==> src/rtl/mmc_pkg.sv <==
// Package for the module management control block: register map,
// field positions, reset values, timing counts, states and carriers.
// Assumes a 50 MHz block clock and a 32-bit classic Wishbone bus.
package mmc_pkg;

  // ==========================================================
  // Clock and timing
  localparam int unsigned CLK_HZ = 50_000_000;
  localparam int unsigned CYC_PER_MS = CLK_HZ / 1000;
  localparam int unsigned INIT_MS = 2000;
  localparam int unsigned INIT_CYC = INIT_MS * CYC_PER_MS;
  localparam int unsigned WAKE_MS = 300;
  localparam int unsigned WAKE_CYC = WAKE_MS * CYC_PER_MS;
  localparam int unsigned TMR_W = 32;

  // ==========================================================
  // Register byte addresses
  localparam int unsigned ADR_W = 8;
  localparam logic [7:0] ADR_CTRL = 8'h00;
  localparam logic [7:0] ADR_STATE = 8'h04;
  localparam logic [7:0] ADR_FLAGS = 8'h08;
  localparam logic [7:0] ADR_FLAG_CLR = 8'h0C;
  localparam logic [7:0] ADR_MASK = 8'h10;
  localparam logic [7:0] ADR_IRQ_EN = 8'h14;
  localparam logic [7:0] ADR_ACTIVITY = 8'h18;

  // ==========================================================
  // Field positions and widths
  localparam int unsigned FLAG_W = 3;
  localparam int unsigned FLAG_RX_LOSS = 0;
  localparam int unsigned FLAG_TX_FAULT = 1;
  localparam int unsigned FLAG_DATA_READY = 2;
  localparam int unsigned CTRL_W = 4;
  localparam int unsigned ACT_W = 16;
  localparam int unsigned SYNC_W = 5;

  // ==========================================================
  // Reset values
  localparam logic [3:0] CTRL_RST = 4'h0;
  localparam logic [2:0] MASK_RST = 3'h0;
  localparam logic [2:0] IRQ_EN_RST = 3'h0;

  // ==========================================================
  // Power and initialization states
  typedef enum logic [3:0]
  {
    PWR_INIT = 4'h1,
    PWR_LOW = 4'h2,
    PWR_WAKE = 4'h4,
    PWR_ACTIVE = 4'h8
  } mmc_pwr_e;

  // ==========================================================
  // Carriers
  typedef struct packed {
    logic pset;
    logic override;
    logic attn_los;
    logic lp_transmit_disable;
  } mmc_ctrl_s;

  typedef struct packed {
    logic two_wire_clk;
    logic tx_fault;
    logic rx_signal_lost;
    logic low_power_request;
    logic module_reset_n;
  } mmc_pins_s;

  typedef struct packed {
    logic cyc;
    logic stb;
    logic we;
    logic [3:0] sel;
    logic [ADR_W-1:0] adr;
    logic [31:0] dat;
  } mmc_wb_req_s;

  typedef struct packed {
    logic [TMR_W-1:0] cnt;
    logic busy;
  } mmc_tmr_s;

  typedef struct packed {
    mmc_pwr_e pwr;
    mmc_ctrl_s ctrl;
    logic [FLAG_W-1:0] flags;
    logic [FLAG_W-1:0] mask;
    logic [FLAG_W-1:0] irq_en;
    logic kick;
    logic data_not_ready;
    logic bus_ready;
    logic scl_prev;
    logic [ACT_W-1:0] activity;
    logic ack;
    logic [31:0] rdat;
    logic attn_n;
    logic irq;
    logic transmit_disable;
  } mmc_core_s;

endpackage : mmc_pkg

==> src/rtl/mmc_sync.sv <==
// Two-stage synchronizer for the module pins.
// Assumes every input is asynchronous to clk_i.
`timescale 1ns/10ps
`default_nettype none
module mmc_sync #(
  parameter int unsigned WIDTH = mmc_pkg::SYNC_W
) (
  // Clock and reset
  input wire logic clk_i,
  input wire logic rst_i,
  // Pins
  input wire logic [WIDTH-1:0] async_i,
  output logic [WIDTH-1:0] sync_o
);

  typedef struct packed {
    logic [WIDTH-1:0] meta;
    logic [WIDTH-1:0] stable;
  } mmc_sync_s;

  mmc_sync_s s;
  mmc_sync_s next_s;

  always_comb
  begin
    next_s.meta = async_i;
    next_s.stable = s.meta;
  end

  always_ff @(posedge clk_i)
  begin
    if (rst_i)
      s <= '0;
    else
      s <= next_s;
  end

  assign sync_o = s.stable;

endmodule : mmc_sync
`default_nettype wire

==> src/rtl/mmc_timer.sv <==
// Down counter that times initialization and wake-up.
// Assumes start_i is a one-cycle pulse from logic on clk_i.
`timescale 1ns/10ps
`default_nettype none
module mmc_timer (
  // Clock and reset
  input wire logic clk_i,
  input wire logic rst_i,
  // Control
  input wire logic start_i,
  input wire logic [mmc_pkg::TMR_W-1:0] load_i,
  // Status
  output logic busy_o,
  output logic done_o
);

  mmc_pkg::mmc_tmr_s s;
  mmc_pkg::mmc_tmr_s next_s;

  always_comb
  begin
    next_s = s;
    if (start_i)
    begin
      next_s.busy = 1'b1;
      next_s.cnt = (load_i == '0) ? mmc_pkg::TMR_W'(1) : load_i;
    end
    else if (s.busy)
    begin
      next_s.cnt = s.cnt - mmc_pkg::TMR_W'(1);
      if (s.cnt == mmc_pkg::TMR_W'(1))
        next_s.busy = 1'b0;
    end
  end

  always_ff @(posedge clk_i)
  begin
    if (rst_i)
      s <= '0;
    else
      s <= next_s;
  end

  assign busy_o = s.busy;
  // Not gated by start_i: the caller never starts while it consumes done
  assign done_o = s.busy && (s.cnt == mmc_pkg::TMR_W'(1));

endmodule : mmc_timer
`default_nettype wire

==> src/rtl/mmc_ctrl.sv <==
// Management control and status logic of one pluggable module end:
// initialization, bus readiness, latched flags with attention output,
// dual-mode pins, low-power control and software power override.
// Assumes a 50 MHz clock, classic Wishbone access and asynchronous pins.
//
// Behaviour
// - Finish management init within 2000 ms.
// - Attention goes low within 200 ms.
// - Reading flags clears them, releasing attention.
// - Signal loss sets flag and attention quickly.
// - Any flag condition sets flag and attention.
// - Set mask stops that flag's attention.
// - Cleared mask restores that flag's attention.
// - Fully functional within 2 s of power-on.
// - Serial bus ready within 2 s.
// - Clear monitor-pending bit, pull attention low.
// - Fully functional within 2 s after reset rise.
// - Shared input switches role within 100 ms.
// - Low-power request reaches class 1 quickly.
// - Low-power release: functional within 300 ms.
// - Shared output switches role within 100 ms.
// - Software power bits act like low-power request.
`timescale 1ns/10ps
`default_nettype none
module mmc_ctrl #(
  parameter int unsigned INIT_CYCLES = mmc_pkg::INIT_CYC,
  parameter int unsigned WAKE_CYCLES = mmc_pkg::WAKE_CYC
) (
  // Clock and reset
  input wire logic clk_i,
  input wire logic rst_i,
  // Wishbone slave
  input wire mmc_pkg::mmc_wb_req_s wb_req_i,
  output logic [31:0] wb_dat_o,
  output logic wb_ack_o,
  // Module pins
  input wire logic module_reset_n_i,
  input wire logic low_power_request_i,
  input wire logic two_wire_clk_i,
  output logic attention_out_n_o,
  // Internal condition detectors
  input wire logic rx_signal_lost_i,
  input wire logic tx_fault_i,
  // Power and status
  output logic transmit_disable_o,
  output logic power_low_o,
  output logic fully_functional_o,
  output logic management_init_state_o,
  output logic bus_ready_o,
  // Interrupt
  output logic irq_o
);

  // ==========================================================
  // Address match
  function automatic logic hit(
    input logic [mmc_pkg::ADR_W-1:0] adr,
    input logic [mmc_pkg::ADR_W-1:0] off
  );
    hit = (adr == off);
  endfunction : hit

  // ==========================================================
  // Declarations
  mmc_pkg::mmc_core_s s;
  mmc_pkg::mmc_core_s next_s;
  mmc_pkg::mmc_pins_s pins_async;
  mmc_pkg::mmc_pins_s pin;
  logic tmr_start;
  logic [mmc_pkg::TMR_W-1:0] tmr_load;
  logic tmr_done;
  logic lp_req;
  logic scl_rise;
  logic req;
  logic [mmc_pkg::FLAG_W-1:0] flag_set;
  logic [mmc_pkg::FLAG_W-1:0] flag_clr;
  logic data_ready_evt;

  // ==========================================================
  // Pin synchronizers
  always_comb
  begin
    pins_async.module_reset_n = module_reset_n_i;
    pins_async.low_power_request = low_power_request_i;
    pins_async.rx_signal_lost = rx_signal_lost_i;
    pins_async.tx_fault = tx_fault_i;
    pins_async.two_wire_clk = two_wire_clk_i;
  end

  mmc_sync #(
    .WIDTH(mmc_pkg::SYNC_W)
  ) u_sync (
    .clk_i(clk_i),
    .rst_i(rst_i),
    .async_i(pins_async),
    .sync_o(pin)
  );

  // ==========================================================
  // Init and wake timer
  mmc_timer u_timer (
    .clk_i(clk_i),
    .rst_i(rst_i),
    .start_i(tmr_start),
    .load_i(tmr_load),
    .busy_o(),
    .done_o(tmr_done)
  );

  // ==========================================================
  // Next state
  always_comb
  begin
    next_s = s;
    tmr_start = 1'b0;
    tmr_load = mmc_pkg::TMR_W'(INIT_CYCLES);
    data_ready_evt = 1'b0;
    flag_clr = '0;
    req = wb_req_i.cyc && wb_req_i.stb && !s.ack;

    // Low-power request from the shared pin or the software bits
    lp_req = (!s.ctrl.lp_transmit_disable && pin.low_power_request)
      || s.ctrl.override || s.ctrl.pset;

    // Two-wire clock edges counted once the bus is ready
    next_s.scl_prev = pin.two_wire_clk;
    scl_rise = pin.two_wire_clk && !s.scl_prev;
    if (scl_rise && s.bus_ready)
      next_s.activity = s.activity + mmc_pkg::ACT_W'(1);

    // --------------------------------------------------------
    // Power and initialization sequence
    if (!pin.module_reset_n)
    begin
      // Held in init while the reset pin is low
      next_s.pwr = mmc_pkg::PWR_INIT;
      next_s.kick = 1'b1;
      next_s.data_not_ready = 1'b1;
    end
    else if (s.kick)
    begin
      // Reset released or power-on: start the init timer
      next_s.kick = 1'b0;
      tmr_start = 1'b1;
      tmr_load = mmc_pkg::TMR_W'(INIT_CYCLES);
    end
    else
    begin
      case (s.pwr)
        mmc_pkg::PWR_INIT:
        begin
          if (tmr_done)
          begin
            next_s.data_not_ready = 1'b0;
            next_s.bus_ready = 1'b1;
            data_ready_evt = 1'b1;
            if (lp_req)
              next_s.pwr = mmc_pkg::PWR_LOW;
            else
              next_s.pwr = mmc_pkg::PWR_ACTIVE;
          end
        end
        mmc_pkg::PWR_LOW:
        begin
          if (!lp_req)
          begin
            tmr_start = 1'b1;
            tmr_load = mmc_pkg::TMR_W'(WAKE_CYCLES);
            next_s.pwr = mmc_pkg::PWR_WAKE;
          end
        end
        mmc_pkg::PWR_WAKE:
        begin
          if (lp_req)
            next_s.pwr = mmc_pkg::PWR_LOW;
          else if (tmr_done)
            next_s.pwr = mmc_pkg::PWR_ACTIVE;
        end
        mmc_pkg::PWR_ACTIVE:
        begin
          if (lp_req)
            next_s.pwr = mmc_pkg::PWR_LOW;
        end
        default:
        begin
          next_s.pwr = mmc_pkg::PWR_INIT;
          next_s.kick = 1'b1;
        end
      endcase
    end

    // --------------------------------------------------------
    // Wishbone register access
    next_s.ack = req;
    if (req)
    begin
      next_s.rdat = '0;
      if (wb_req_i.we)
      begin
        if (wb_req_i.sel[0])
        begin
          if (hit(wb_req_i.adr, mmc_pkg::ADR_CTRL))
            next_s.ctrl = wb_req_i.dat[mmc_pkg::CTRL_W-1:0];
          else if (hit(wb_req_i.adr, mmc_pkg::ADR_FLAG_CLR))
            flag_clr = wb_req_i.dat[mmc_pkg::FLAG_W-1:0];
          else if (hit(wb_req_i.adr, mmc_pkg::ADR_MASK))
            next_s.mask = wb_req_i.dat[mmc_pkg::FLAG_W-1:0];
          else if (hit(wb_req_i.adr, mmc_pkg::ADR_IRQ_EN))
            next_s.irq_en = wb_req_i.dat[mmc_pkg::FLAG_W-1:0];
        end
      end
      else
      begin
        if (hit(wb_req_i.adr, mmc_pkg::ADR_CTRL))
          next_s.rdat[mmc_pkg::CTRL_W-1:0] = s.ctrl;
        else if (hit(wb_req_i.adr, mmc_pkg::ADR_STATE))
          next_s.rdat[7:0] = {s.pwr, s.kick, s.transmit_disable,
                              s.bus_ready, s.data_not_ready};
        else if (hit(wb_req_i.adr, mmc_pkg::ADR_FLAGS))
        begin
          next_s.rdat[mmc_pkg::FLAG_W-1:0] = s.flags;
          flag_clr = s.flags;
        end
        else if (hit(wb_req_i.adr, mmc_pkg::ADR_MASK))
          next_s.rdat[mmc_pkg::FLAG_W-1:0] = s.mask;
        else if (hit(wb_req_i.adr, mmc_pkg::ADR_IRQ_EN))
          next_s.rdat[mmc_pkg::FLAG_W-1:0] = s.irq_en;
        else if (hit(wb_req_i.adr, mmc_pkg::ADR_ACTIVITY))
          next_s.rdat[mmc_pkg::ACT_W-1:0] = s.activity;
      end
    end

    // --------------------------------------------------------
    // Latched flags: a condition present in the clear cycle wins
    flag_set = '0;
    flag_set[mmc_pkg::FLAG_RX_LOSS] = pin.rx_signal_lost;
    flag_set[mmc_pkg::FLAG_TX_FAULT] = pin.tx_fault;
    flag_set[mmc_pkg::FLAG_DATA_READY] = data_ready_evt;
    if (!pin.module_reset_n)
      next_s.flags = flag_set & ~(mmc_pkg::FLAG_W'(1)
                                  << mmc_pkg::FLAG_DATA_READY);
    else
      next_s.flags = (s.flags & ~flag_clr) | flag_set;

    // --------------------------------------------------------
    // Shared output: attention or signal-loss indication
    if (next_s.ctrl.attn_los)
      next_s.attn_n = !pin.rx_signal_lost;
    else
      next_s.attn_n = ~|(next_s.flags & ~next_s.mask);

    // Shared input in its transmit-disable role
    next_s.transmit_disable = next_s.ctrl.lp_transmit_disable && pin.low_power_request;

    // Level interrupt for the local processor
    next_s.irq = |(next_s.flags & next_s.irq_en);
  end

  // ==========================================================
  // State register
  always_ff @(posedge clk_i)
  begin
    if (rst_i)
    begin
      s.pwr <= mmc_pkg::PWR_INIT;
      s.ctrl <= mmc_pkg::CTRL_RST;
      s.flags <= '0;
      s.mask <= mmc_pkg::MASK_RST;
      s.irq_en <= mmc_pkg::IRQ_EN_RST;
      s.kick <= 1'b1;
      s.data_not_ready <= 1'b1;
      s.bus_ready <= 1'b0;
      s.scl_prev <= 1'b0;
      s.activity <= '0;
      s.ack <= 1'b0;
      s.rdat <= '0;
      s.attn_n <= 1'b1;
      s.irq <= 1'b0;
      s.transmit_disable <= 1'b0;
    end
    else
    begin
      s <= next_s;
    end
  end

  // ==========================================================
  // Outputs
  assign wb_dat_o = s.rdat;
  assign wb_ack_o = s.ack;
  assign attention_out_n_o = s.attn_n;
  assign transmit_disable_o = s.transmit_disable;
  assign power_low_o = (s.pwr == mmc_pkg::PWR_LOW);
  assign fully_functional_o = (s.pwr == mmc_pkg::PWR_ACTIVE);
  assign management_init_state_o = (s.pwr == mmc_pkg::PWR_INIT);
  assign bus_ready_o = s.bus_ready;
  assign irq_o = s.irq;

endmodule : mmc_ctrl
`default_nettype wire

==> config.mk <==
export PLATFORM = sky130hd
export DESIGN_NAME = mmc_ctrl
export DESIGN_NICKNAME = d
export VERILOG_FILES = /design/src/rtl/mmc_pkg.sv /design/src/rtl/mmc_sync.sv /design/src/rtl/mmc_timer.sv /design/src/rtl/mmc_ctrl.sv
export SDC_FILE = /design/constraint.sdc
export NUM_CORES = 1
export LEC_CHECK = 0
export ABC_AREA = 1
export BUFFER_PORTS_ARGS = -buffer_cell sky130_fd_sc_hd__buf_2
export CORE_MARGIN = 2
export CORE_UTILIZATION = 50
export DETAILED_ROUTE_END_ITERATION = 16
export HOLD_SLACK_MARGIN = 0.03
export PLACE_DENSITY = 0.77
export SYNTH_ARGS = -nofsm -noshare
export SYNTH_HDL_FRONTEND = slang
export SYNTH_HIERARCHICAL = 1
export SYNTH_SLANG_ARGS = --single-unit
export TNS_END_PERCENT = 10
==> constraint.sdc <==
create_clock -name clk_i -period 4.22 [get_ports clk_i]
set_input_delay 0.844 -clock clk_i [delete_from_list [all_inputs] [get_ports clk_i]]
set_output_delay 0.844 -clock clk_i [all_outputs]
set_load 0.02 [all_outputs]
==> flow_metrics.env <==
export IMPL_relSlewSlack_pct=28.4
export IMPL_synth_common_cells="nand2_1 (150), nor2_1 (126), dfxtp_1 (100), inv_1 (100), a21oi_1 (65)"
export IMPL_grt_pass1_vias=4724
export IMPL_initial_core_util_pct=51.3
export IMPL_antenna_left=0
export IMPL_ir_worst_vdd_mv=0.303
export IMPL_drc=0
export IMPL_place_gp_congestion=0.932
export IMPL_track_usage_pct=20.6
export IMPL_grt_max_degree=37
export IMPL_p_per_area_nw_per_um2=359
export IMPL_post_dp_hpwl_um=9260
export IMPL_outcome="completed"
export IMPL_routed_wl_um=12700
export IMPL_final_net_count=983
export IMPL_synth_area_leader_cell="dfxtp_1"
export IMPL_clk_latency_ns=0.35
export IMPL_wl_met3_um=671
export IMPL_clk_pin_slew_worst_paths_ns=0.08
export IMPL_vias_per_cell=4.98
export IMPL_ctsHoldBuffers=0
export IMPL_synth_seq_cells=100
export IMPL_die_area_um2=12600
export IMPL_hold_path_class="register to register"
export IMPL_multi_input_area_um2=3360
export IMPL_period_needed_ns=2.62
export IMPL_die_y_um=112
export IMPL_synth_avg_cell_area_um2=6.89
export IMPL_grt_overflow=0
export IMPL_crit_required_ns=4.50
export IMPL_layout_setup_ws_ns=1.60
export IMPL_cts_path_max_buffers=2
export IMPL_highest_layer="met4"
export IMPL_firstDrtPassIters=5
export IMPL_yosysUniqueCellTypes=51
export IMPL_synth_edf_count=0
export IMPL_cp_max_fo=25
export IMPL_setup_violations_final=0
export IMPL_critPathCaptureType="register"
export IMPL_die_w_um=112
export IMPL_pre_cts_slack_ns=1.62
export IMPL_fin_area_um2=6540
export IMPL_num_fill_cells=1099
export IMPL_wl_met2_um=5940
export IMPL_finalHoldViolCount=0
export IMPL_io_pins=94
export IMPL_numCtsBuffers=9
export IMPL_regArea_um2=2000
export IMPL_async_flop_share_pct=0
export IMPL_port_buffers=46
export IMPL_crit_type="register to register"
export IMPL_cts_tree="done"
export IMPL_drive_above_1_share_pct=15.4
export IMPL_fin_tns_setup_ns=0
export IMPL_antenna_found_initial=0
export IMPL_drt_initial_drc_count=428
export IMPL_skew_ns=0.00738
export IMPL_power_total_mw=2.35
export IMPL_syn2layout_area_growth_pct=11.1
export IMPL_synth_warnings=6
export IMPL_rows=39
export IMPL_syn_inst=854
export IMPL_cts_resized=0
export IMPL_vias=5345
export IMPL_rsz0062_at_grt="false"
export IMPL_startpoint_type="register"
export IMPL_synth_seq_area_share_pct=34.0
export IMPL_cts_htree_levels=3
export IMPL_finalCritPeriodShare_pct=62.1
export IMPL_synth_area_leaders="dfxtp_1 (34%), nand2_1 (9.6%), nor2_1 (8.0%)"
export IMPL_ys_flop_type="dfxtp_1"
export IMPL_cts_root_buf="clkbuf_16"
export IMPL_core_region_area_um2=11500
export IMPL_critPathArrivalTime_ns=2.90
export IMPL_clock_sinks=100
export IMPL_place_area_um2=6220
export IMPL_diodes=0
export IMPL_grt_pass1_wl_um=21500
export IMPL_synthDominantCellAreaShare_pct=34.0
export IMPL_fmax_mhz=381
export IMPL_slew_viol_final=0
export IMPL_cts_setup_buffers=0
export IMPL_tightest_slew_ns=1.07
export IMPL_syn_cell_area_um2=5880
export IMPL_max_cap_violations=0
export IMPL_post_drt_wl_per_cell_um=11.8
export IMPL_leakage_nw=2.94
export IMPL_yosysMostFrequentCell="nand2_1"
export IMPL_wl_met1_um=5910
[final timing paths]
check | end | cells after the start | start | slack (ns)
max reg2reg | u_timer/s[1] | 12 | s[65] | 1.60
min reg2reg | u_sync/sync_o[2] | 2 | u_sync/next_s[2] | 0.40
min | u_sync/sync_o[2] | 2 | u_sync/next_s[2] | 0.40
max | u_timer/s[1] | 12 | s[65] | 1.60
[worst max-delay path, stage by stage (launching register included)]
cell and delay (ns):
dfxtp_1 0.32, inv_2 0.07, nand2_1 0.08, nand3_1 0.19, nor2_1 0.06, inv_1 0.08, a21oi_2 0.16, buf_4 0.28
nor2_2 0.83, inv_1 0.14, nand2_1 0.09, o21ai_0 0.08, a21oi_1 0.16
[where the power goes]
part	switching [mW]	total, mW	internal, mW	leakage, nW
Combinational	0.320	0.467	0.147	1.97
Sequential	0.0345	1.01	0.972	0.812
Clock	0.396	0.872	0.476	0.153
[per-stage QoR]
step | std cells | hold slack (ns) | util (%)
2_1_floorplan | 920 | 0.388 | -
5_1_grt | 1074 | 0.423 | 57.0
4_1_cts | 1074 | 0.403 | 57.0
3_5_place_dp | 1058 | 0.395 | 54.2
6_report | 1074 | 0.400 | 57.0
3_3_place_gp | 1058 | 0.390 | 54.2
[layout by cell type (no fill, tap or decap), drive strengths merged, types with 2 or more instances in the layout]
master	count
nand4	13
inv	113
a22oi	22
conb	68
dfxtp	100
a32oi	8
nor2	157
o22ai	3
a21oi	68
ha	3
nand3b	5
nand2	168
o21bai	11
buf	49
clkbuf	9
a211oi	3
clkinv	5
nor3	8
nand3	63
a311oi	2
o21ai	40
[flip-flops by register name, summed over array words and instances (netlist names)]
| signal | count |
|---|---|
| bus_ready_o | 1 |
| attention_out_n_o | 1 |
| transmit_disable_o | 1 |
| u_timer/s | 32 |
| s | 36 |
| u_sync/next_s | 5 |
| wb_dat_o | 16 |
| wb_ack_o | 1 |
| u_timer/busy_o | 1 |
| irq_o | 1 |
| u_sync/sync_o | 5 |
[logic make-up after synthesis]
family	Yosys count	share of synthesized area, %
adder cells (fa/ha/maj)	3	0.638
AND/OR/NAND/NOR	417	34.8
AO/OA/AOI/OAI	163	17.0
other	2	0.128
XOR/XNOR	2	0.298
flip-flops	100	34.0
buffers and inverters	167	13.1
[layer usage]
metal,GRT usage (%),vias to the layer above
met3,4.91,14
li1,-,2832
met1,26.2,2358
met5,0,-
met2,34.9,141
met4,5.69,0
[cell type report]
type,count,share of cell area [%]
Multi-Input combinational cell,653,51.4
Sequential cell,100,30.6
Inverter,113,6.49
Timing Repair Buffer,49,3.87
Clock buffer,9,3.45
Tap cell,143,2.74
Clock inverter,7,1.44
No activity file was read; power rests on OpenSTA's default activity.
